[config.mk]
export PLATFORM = sky130hd
export DESIGN_NAME = pxi_top
export DESIGN_NICKNAME = d
export VERILOG_FILES = /design/src/include/pxi_pkg.sv /design/src/core/pxi_sync.sv /design/src/core/pxi_top.sv
export SDC_FILE = /design/constraint.sdc
export NUM_CORES = 1
export LEC_CHECK = 0
export BUFFER_PORTS_ARGS = -buffer_cell sky130_fd_sc_hd__buf_4
export CORE_MARGIN = 5
export CORE_UTILIZATION = 28
export CTS_BUF_LIST = sky130_fd_sc_hd__clkbuf_8 sky130_fd_sc_hd__clkbuf_16
export CTS_CLUSTER_DIAMETER = 50
export DETAILED_ROUTE_END_ITERATION = 10
export SYNTH_ARGS = -nofsm -noshare
export SYNTH_HDL_FRONTEND = slang
export SYNTH_HIERARCHICAL = 1
export SYNTH_SLANG_ARGS = --single-unit
[constraint.sdc]
create_clock -name I_CLK -period 3.75 [get_ports I_CLK]
set_clock_uncertainty 0.05 [all_clocks]
set_input_delay 0.1875 -clock I_CLK [delete_from_list [all_inputs] [get_ports I_CLK]]
set_output_delay 0.1875 -clock I_CLK [all_outputs]
set_load 0.005 [all_outputs]
[src/include/pxi_pkg.sv]
package pxi_pkg;
   // Core clock and reference detection figures
   localparam int CLK_HZ           = 40000000;
   localparam int REF_HZ           = 10000000;
   // Reference is seen present after this many of its rising edges in a row
   localparam int REF_DET_EDGES    = 16;
   // Longest allowed gap between reference edges while detecting, in ns
   localparam int REF_GAP_NS       = 200;
   localparam int REF_GAP_CYC      = (REF_GAP_NS * (CLK_HZ / 1000000)) / 1000;
   localparam int INT_W            = 8;
   localparam logic [7:0] INT_RST  = 8'hFF;   // Pulled-high pins read as all ones
   localparam int CNT_W            = 8;

   // Start request toward the sequencer: address of first instruction
   typedef struct packed {
      logic       valid;
      logic [7:0] addr;
   } pxi_start_t;

   // Interrupt request toward the sequencer
   typedef struct packed {
      logic       valid;
      logic [7:0] num;
   } pxi_irq_t;

   typedef enum logic [1:0] {
      PXI_REF_INT  = 2'b00,
      PXI_REF_SEEK = 2'b01,
      PXI_REF_EXT  = 2'b10
   } pxi_ref_t;
endpackage

[src/core/pxi_sync.sv]
// Two-stage synchroniser for a bundle of asynchronous pins
module pxi_sync
   import pxi_pkg::*;
#(
   parameter int          W     = 1,
   parameter logic [W-1:0] RSTV = '0
) (
   input  wire logic         clk,
   input  wire logic         arst_n,
   input  wire logic [W-1:0] d,
   output logic      [W-1:0] q
);
   logic [W-1:0] meta_reg;

   // First stage feeds only the second stage
   always_ff @(posedge clk or negedge arst_n) begin
      if (!arst_n) begin
         meta_reg <= RSTV;
         q        <= RSTV;
      end else begin
         meta_reg <= d;
         q        <= meta_reg;
      end
   end
endmodule

[src/core/pxi_top.sv]
// Functional notes
// - Low start pin requests program run
// - Start is level sensitive, repeats while low
// - Start fetches from interrupt-selected address
// - Hardware start equals software start command
// - Low reset pin clears program counter
// - Eight active-high bits form interrupt number
// - Interrupt pins ignored unless hardware enabled
// - Hardware number equals software interrupt command
// - Undriven interrupt pins read as ones
// - Switch to external reference when detected
// - Keep external reference until power reset
module pxi_top
   import pxi_pkg::*;
(
   input  wire logic         I_CLK,
   input  wire logic         I_ARST_N,
   input  wire logic         I_START_N,
   input  wire logic         I_PC_RESET_N,
   input  wire logic [7:0]   I_INT_NUM,
   input  wire logic         I_REF_CLK,
   input  wire logic         I_HW_INT_EN,
   input  wire logic         I_SW_START,
   input  wire logic         I_SW_RESET,
   input  wire logic         I_SW_INT_VALID,
   input  wire logic [7:0]   I_SW_INT_NUM,
   output logic              O_START,
   output logic [7:0]        O_START_ADDR,
   output logic              O_PC_CLEAR,
   output logic              O_INT_VALID,
   output logic [7:0]        O_INT_NUM,
   output logic              O_REF_SEL_EXT,
   output logic              O_REF_DETECTING
);
   // Synchronised copies of the pins
   logic             start_n_s;
   logic             rst_n_s;
   logic [INT_W-1:0] int_s;
   logic             ref_s;
   logic             ref_d_reg;
   logic             ref_rise;
   // Request registers toward the sequencer
   pxi_start_t       start_reg, start_next;
   pxi_irq_t         irq_reg, irq_next;
   logic             clr_reg, clr_next;
   // Reference detector state, counters and registered flags
   pxi_ref_t         ref_state_reg, ref_state_next;
   logic             sel_ext_reg, sel_ext_next;
   logic             det_reg, det_next;
   logic [CNT_W-1:0] edge_cnt_reg, edge_cnt_next;
   logic [CNT_W-1:0] gap_cnt_reg, gap_cnt_next;

   // Pins are asynchronous to the core; pull-high pins reset to one
   pxi_sync #(.W(1), .RSTV(1'b1)) u_sync_start (
      .clk    (I_CLK),
      .arst_n (I_ARST_N),
      .d      (I_START_N),
      .q      (start_n_s)
   );
   // Reset pin idles high, so a cold start never clears the counter
   pxi_sync #(.W(1), .RSTV(1'b1)) u_sync_rst (
      .clk    (I_CLK),
      .arst_n (I_ARST_N),
      .d      (I_PC_RESET_N),
      .q      (rst_n_s)
   );
   // Pull-ups make an unplugged connector read as the top number
   pxi_sync #(.W(INT_W), .RSTV(INT_RST)) u_sync_int (
      .clk    (I_CLK),
      .arst_n (I_ARST_N),
      .d      (I_INT_NUM),
      .q      (int_s)
   );
   // Reference is sampled as data; the core clock gives four samples a period
   pxi_sync #(.W(1), .RSTV(1'b0)) u_sync_ref (
      .clk    (I_CLK),
      .arst_n (I_ARST_N),
      .d      (I_REF_CLK),
      .q      (ref_s)
   );

   // Start request: pin level or software command, same outcome.
   // Pin to output is three edges: two sync stages and one register.
   always_comb begin
      start_next.valid = !start_n_s || I_SW_START;
      // Address follows the interrupt pins only when hardware control is on
      start_next.addr  = I_HW_INT_EN ? int_s : I_SW_INT_NUM;
   end

   // Interrupt number; bit 0 is the least significant pin
   always_comb begin
      irq_next = '0;
      if (I_HW_INT_EN) begin
         irq_next.valid = 1'b1;
         irq_next.num   = int_s;
      end else if (I_SW_INT_VALID) begin
         irq_next.valid = 1'b1;
         irq_next.num   = I_SW_INT_NUM;
      end
   end

   // Start register re-asserts every cycle the pin stays low
   always_ff @(posedge I_CLK or negedge I_ARST_N) begin
      if (!I_ARST_N) begin
         start_reg <= '0;
      end else begin
         start_reg <= start_next;
      end
   end

   // Interrupt register, rewritten each cycle from its request
   always_ff @(posedge I_CLK or negedge I_ARST_N) begin
      if (!I_ARST_N) begin
         irq_reg <= '0;
      end else begin
         irq_reg <= irq_next;
      end
   end

   // Program counter clear, pin or software command; both are levels
   always_comb begin
      clr_next = !rst_n_s || I_SW_RESET;
   end

   // Clear stands while either source stays asserted
   always_ff @(posedge I_CLK or negedge I_ARST_N) begin
      if (!I_ARST_N) begin
         clr_reg <= 1'b0;
      end else begin
         clr_reg <= clr_next;
      end
   end

   // Reference edge detector reads the synchronised copy only
   always_ff @(posedge I_CLK or negedge I_ARST_N) begin
      if (!I_ARST_N) begin
         ref_d_reg <= 1'b0;
      end else begin
         ref_d_reg <= ref_s;
      end
   end
   assign ref_rise = ref_s && !ref_d_reg;

   // Reference detection: a run of edges with short gaps selects it.
   // EXT has no exit, so only the power-on reset returns to internal.
   always_comb begin
      ref_state_next = ref_state_reg;
      edge_cnt_next  = edge_cnt_reg;
      gap_cnt_next   = gap_cnt_reg;
      case (ref_state_reg)
         PXI_REF_INT: begin
            if (ref_rise) begin
               ref_state_next = PXI_REF_SEEK;
               edge_cnt_next  = CNT_W'(1);
               gap_cnt_next   = '0;
            end
         end
         PXI_REF_SEEK: begin
            if (ref_rise) begin
               // Each edge restarts the gap timer
               gap_cnt_next  = '0;
               edge_cnt_next = edge_cnt_reg + CNT_W'(1);
               if (edge_cnt_reg == CNT_W'(REF_DET_EDGES - 1)) begin
                  ref_state_next = PXI_REF_EXT;
               end
            end else if (gap_cnt_reg == CNT_W'(REF_GAP_CYC)) begin
               ref_state_next = PXI_REF_INT;     // Glitch or stopped, not a reference
               edge_cnt_next  = '0;
               gap_cnt_next   = '0;
            end else begin
               gap_cnt_next = gap_cnt_reg + CNT_W'(1);
            end
         end
         PXI_REF_EXT: begin
            ref_state_next = PXI_REF_EXT;
         end
         default: begin
            ref_state_next = PXI_REF_INT;
         end
      endcase
   end

   // Detector registers; only the power reset leaves EXT
   always_ff @(posedge I_CLK or negedge I_ARST_N) begin
      if (!I_ARST_N) begin
         ref_state_reg <= PXI_REF_INT;
         edge_cnt_reg  <= '0;
         gap_cnt_reg   <= '0;
      end else begin
         ref_state_reg <= ref_state_next;
         edge_cnt_reg  <= edge_cnt_next;
         gap_cnt_reg   <= gap_cnt_next;
      end
   end

   // Flags follow the next state so they line up with the state register
   always_comb begin
      sel_ext_next = (ref_state_next == PXI_REF_EXT);
      det_next     = (ref_state_next == PXI_REF_SEEK);
   end

   // Flag registers keep the outputs free of decode logic
   always_ff @(posedge I_CLK or negedge I_ARST_N) begin
      if (!I_ARST_N) begin
         sel_ext_reg <= 1'b0;
         det_reg     <= 1'b0;
      end else begin
         sel_ext_reg <= sel_ext_next;
         det_reg     <= det_next;
      end
   end

   // Outputs come straight from their registers
   assign O_START         = start_reg.valid;
   assign O_START_ADDR    = start_reg.addr;
   assign O_PC_CLEAR      = clr_reg;
   assign O_INT_VALID     = irq_reg.valid;
   assign O_INT_NUM       = irq_reg.num;
   assign O_REF_SEL_EXT   = sel_ext_reg;
   assign O_REF_DETECTING = det_reg;
endmodule

==> flow_summary_export.csv <==
group,metric,value,unit
grt,grt_max_degree,63,
clock_tree,clk_pin_slew_worst_paths,70,ps
pwr,ir_worst_vdd,0.203,mV
timing,slew_violations,0,
final_layout,drive_gt1_share,39.6,%
final_layout,layout_common_cells,"buf_4, dfrtp_1, dfstp_2",
yosys,synth_edf_count,0,
timing,slew_headroom,40.7,%
route,routedWlPerCell,12.4,um
yosys,synthSimpleGateAreaFrac,13.2,%
die,die_w,101,um
critical_path,path_max_fanout,8,
clock_tree,cts_setup_buffers,0,
timing,finalSetupViolCount,0,
clock_tree,cts_resized,0,
route,num_vias,1576,
yosys,syn-cell-area,2300,sq um
critical_path,crit_slowest_cell,"o41a_1",
final_layout,nets,268,
final_layout,n_antenna_cell,0,
grt,grt_pass1_wl,7260,um
route,routed_via_density,4.50,
grt,grt_pass1_vias,1551,
pwr,power_density,507,nW/um^2
status,status,"complete, no violations",
die,io_pins,46,
clock_tree,clockRootBuffer,"clkbuf_8",
clock_tree,clk_latency,330,ps
die,start_util,28.3,%
critical_path,path_buf_inv,0,
clock_tree,cts_buffers,9,
die,die_h,101,um
yosys,synth.top_cell.area_share,45.6,%
timing,tightest_slew,884,ps
final_layout,nFillCells,762,
yosys,muxShareOfSynthArea,4.35,%
critical_path,worst_setup_path_start_kind,"register",
critical_path,critPathTopFamily,"compound AO/OA/AOI/OAI gates",
yosys,synth_fa_ha_area_share,1.63,%
yosys,ys_types,41,
yosys,post-synth-top-area-cell,"dfrtp_1",
yosys,yosys-top-cells-area,"dfrtp_1, dfstp_2, mux2_2, nor2b_1, nor2_1",
clock_tree,cts_buffer_depth,2,
critical_path,required,3910,ps
placed_design,placement.setup.worst_slack,1810,ps
placed_design,gp_congestion,0.791,
die,die_area,10100,sq um
yosys,avgSynthCellArea,13.2,sq um
critical_path,end_kind,"register",
yosys,synth_compound_area_share,9.34,%
yosys,synth_nets,202,
timing,timing.final.crit_share,52.1,%
clock_tree,cts_max_level,3,
placed_design,placed_cells,320,
run,maxCapViolCount,0,
yosys,syn_inst,174,
worst_hold_path,holdCritPathClass,"input port to register",
grt,antenna_found_initial,0,
pwr,leakagePower,1.36,nW
placed_design,io_buffers,45,
critical_path,worstPathArrival,2110,ps
yosys,yosysWarnings,6,
yosys,synth_seq_cells,62,
yosys,synth_top_family_by_area,"simple AND/OR/NAND/NOR gates",
yosys,ys_seq_area_share,68.4,%
grt,overflow,0,
yosys,synth_xor_area_share,1.52,%
timing,fmax,0.512,GHz
final_layout,syn_to_final_growth,34.8,%
die,core-area,8130,sq um
timing,finalHoldViolations,0,
route,first_pass_iters,4,
timing,hold_slack,40.9,ps
final_layout,final_common_cell,"buf_4",
route,drcViolationCount,0,
route,drtAntennaViolNets,0,
placed_design,dp_hpwl,2920,um
clock_tree,cts_num_sinks,62,
timing,fin_ws,1800,ps
final_layout,instances_no_fill,350,
clock_tree,cts_tree,"yes",
timing,min_period,1950,ps
die,row_count,33,
critical_path,path_cells,"or4_1, o41a_1, o21ai_1, o31ai_1",
grt,track_usage,9.37,%
timing,rsz0062_at_grt,"no",
route,drt_iter0_drc,64,
critical_path,max_stage_delay,540,ps
timing,setup_tns,0,ps
yosys,synthArstFlopShare,100,%
route,finalWirelength,4330,um
critical_path,critical_path_class,"register to register",
yosys,ys.flop_type,"dfrtp_1",
## synth_stat cells (2+ instances only)
cell	number
dfstp_2	20
dfrtp_1	42
nor4_1	2
o22ai_1	2
ha_1	3
a21oi_1	3
a31o_2	2
o21ai_0	6
and3_1	2
xnor2_1	2
o21ai_1	5
o31ai_1	3
nand3_1	7
nor2_1	11
a22o_1	2
mux2_2	8
inv_1	5
nand2b_1	4
nor2b_1	9
clkbuf_1	3
or4_1	3
a31oi_1	2
xor2_1	2
nand2_1	9
## layout make-up
| class | count | area (sq um) | share of cell area, % |
|---|---|---|---|
| inverters | 5 | 18.8 | 0.605 |
| repair buffers | 59 | 478 | 15.4 |
| well taps | 105 | 131 | 4.23 |
| flip-flops and latches | 62 | 1580 | 50.8 |
| multi-input cells | 103 | 692 | 22.3 |
| clock inverters | 6 | 70.1 | 2.26 |
| clock buffers | 10 | 138 | 4.43 |
## worst reg2reg max path, delay by kind of cell (launching register included)
kind | cells | cell delay [ps]
AO/OA/AOI/OAI | 3 | 800
AND/OR/NAND/NOR | 1 | 530
flip-flops | 1 | 440
## report_power, final
part | total, mW | switching [mW] | internal, mW
clock | 0.594 | 0.266 | 0.328
sequential | 0.786 | 0.0526 | 0.734
combinational | 0.195 | 0.0908 | 0.104
## final timing paths
| check | from | cells after the start | end | slack, ps |
|---|---|---|---|---|
| worst min register to register | u_sync_ref/meta_reg$_DFF_PN0_ | 0 | u_sync_ref/q$_DFF_PN0_ | 300 |
| max in group asynchronous | I_ARST_N | 2 | edge_cnt_reg[1]$_DFFE_PN0P_ | 2740 |
| min in group asynchronous | I_ARST_N | 2 | u_sync_ref/meta_reg$_DFF_PN0_ | 400 |
| worst min-delay path | I_SW_INT_NUM[2] | 2 | O_START_ADDR[2]$_DFF_PN0_ | 40 |
| worst max register to register | gap_cnt_reg[4]$_DFFE_PN0P_ | 4 | edge_cnt_reg[3]$_DFFE_PN0P_ | 1800 |
| worst max-delay path | gap_cnt_reg[4]$_DFFE_PN0P_ | 4 | edge_cnt_reg[3]$_DFFE_PN0P_ | 1800 |
## metal layers
layer / track usage, % / share of wire, %
met1: 11.6 / 43
met2: 14.2 / 47
met3: 3.46 / 7.2
met4: 4.97 / 2.2
met5: 0 / 0
## what timing repair did
| item | 4_1_cts | 5_1_grt |
|---|---|---|
| hold buffers | 14 | 0 |
| endpoints found under the setup margin | 0 | 0 |
| endpoints found under the hold margin | 55 | 0 |
## logic make-up (layout without fill, tap and decap cells)
logic type,Yosys count,count (layout)
flip-flops,62,62
adder cells (fa/ha/maj),3,3
XOR/XNOR,4,4
buffers and inverters,9,80
AO/OA/AOI/OAI,32,32
AND/OR/NAND/NOR,55,55
multiplexers,9,9
## stage by stage
| stage | util (%) | total power, mW | cell area [sq um] |
|---|---|---|---|
| after floorplan | - | 0.891 | 2300 |
| after global routing | 38.2 | 1.67 | 3100 |
| final | 38.2 | 1.57 | 3100 |
| after CTS | 38.2 | 1.60 | 3100 |
| after detailed placement | 33.9 | 0.983 | 2760 |
| after global placement | 33.9 | 0.979 | 2760 |
Power figures use the tool's default switching activity.
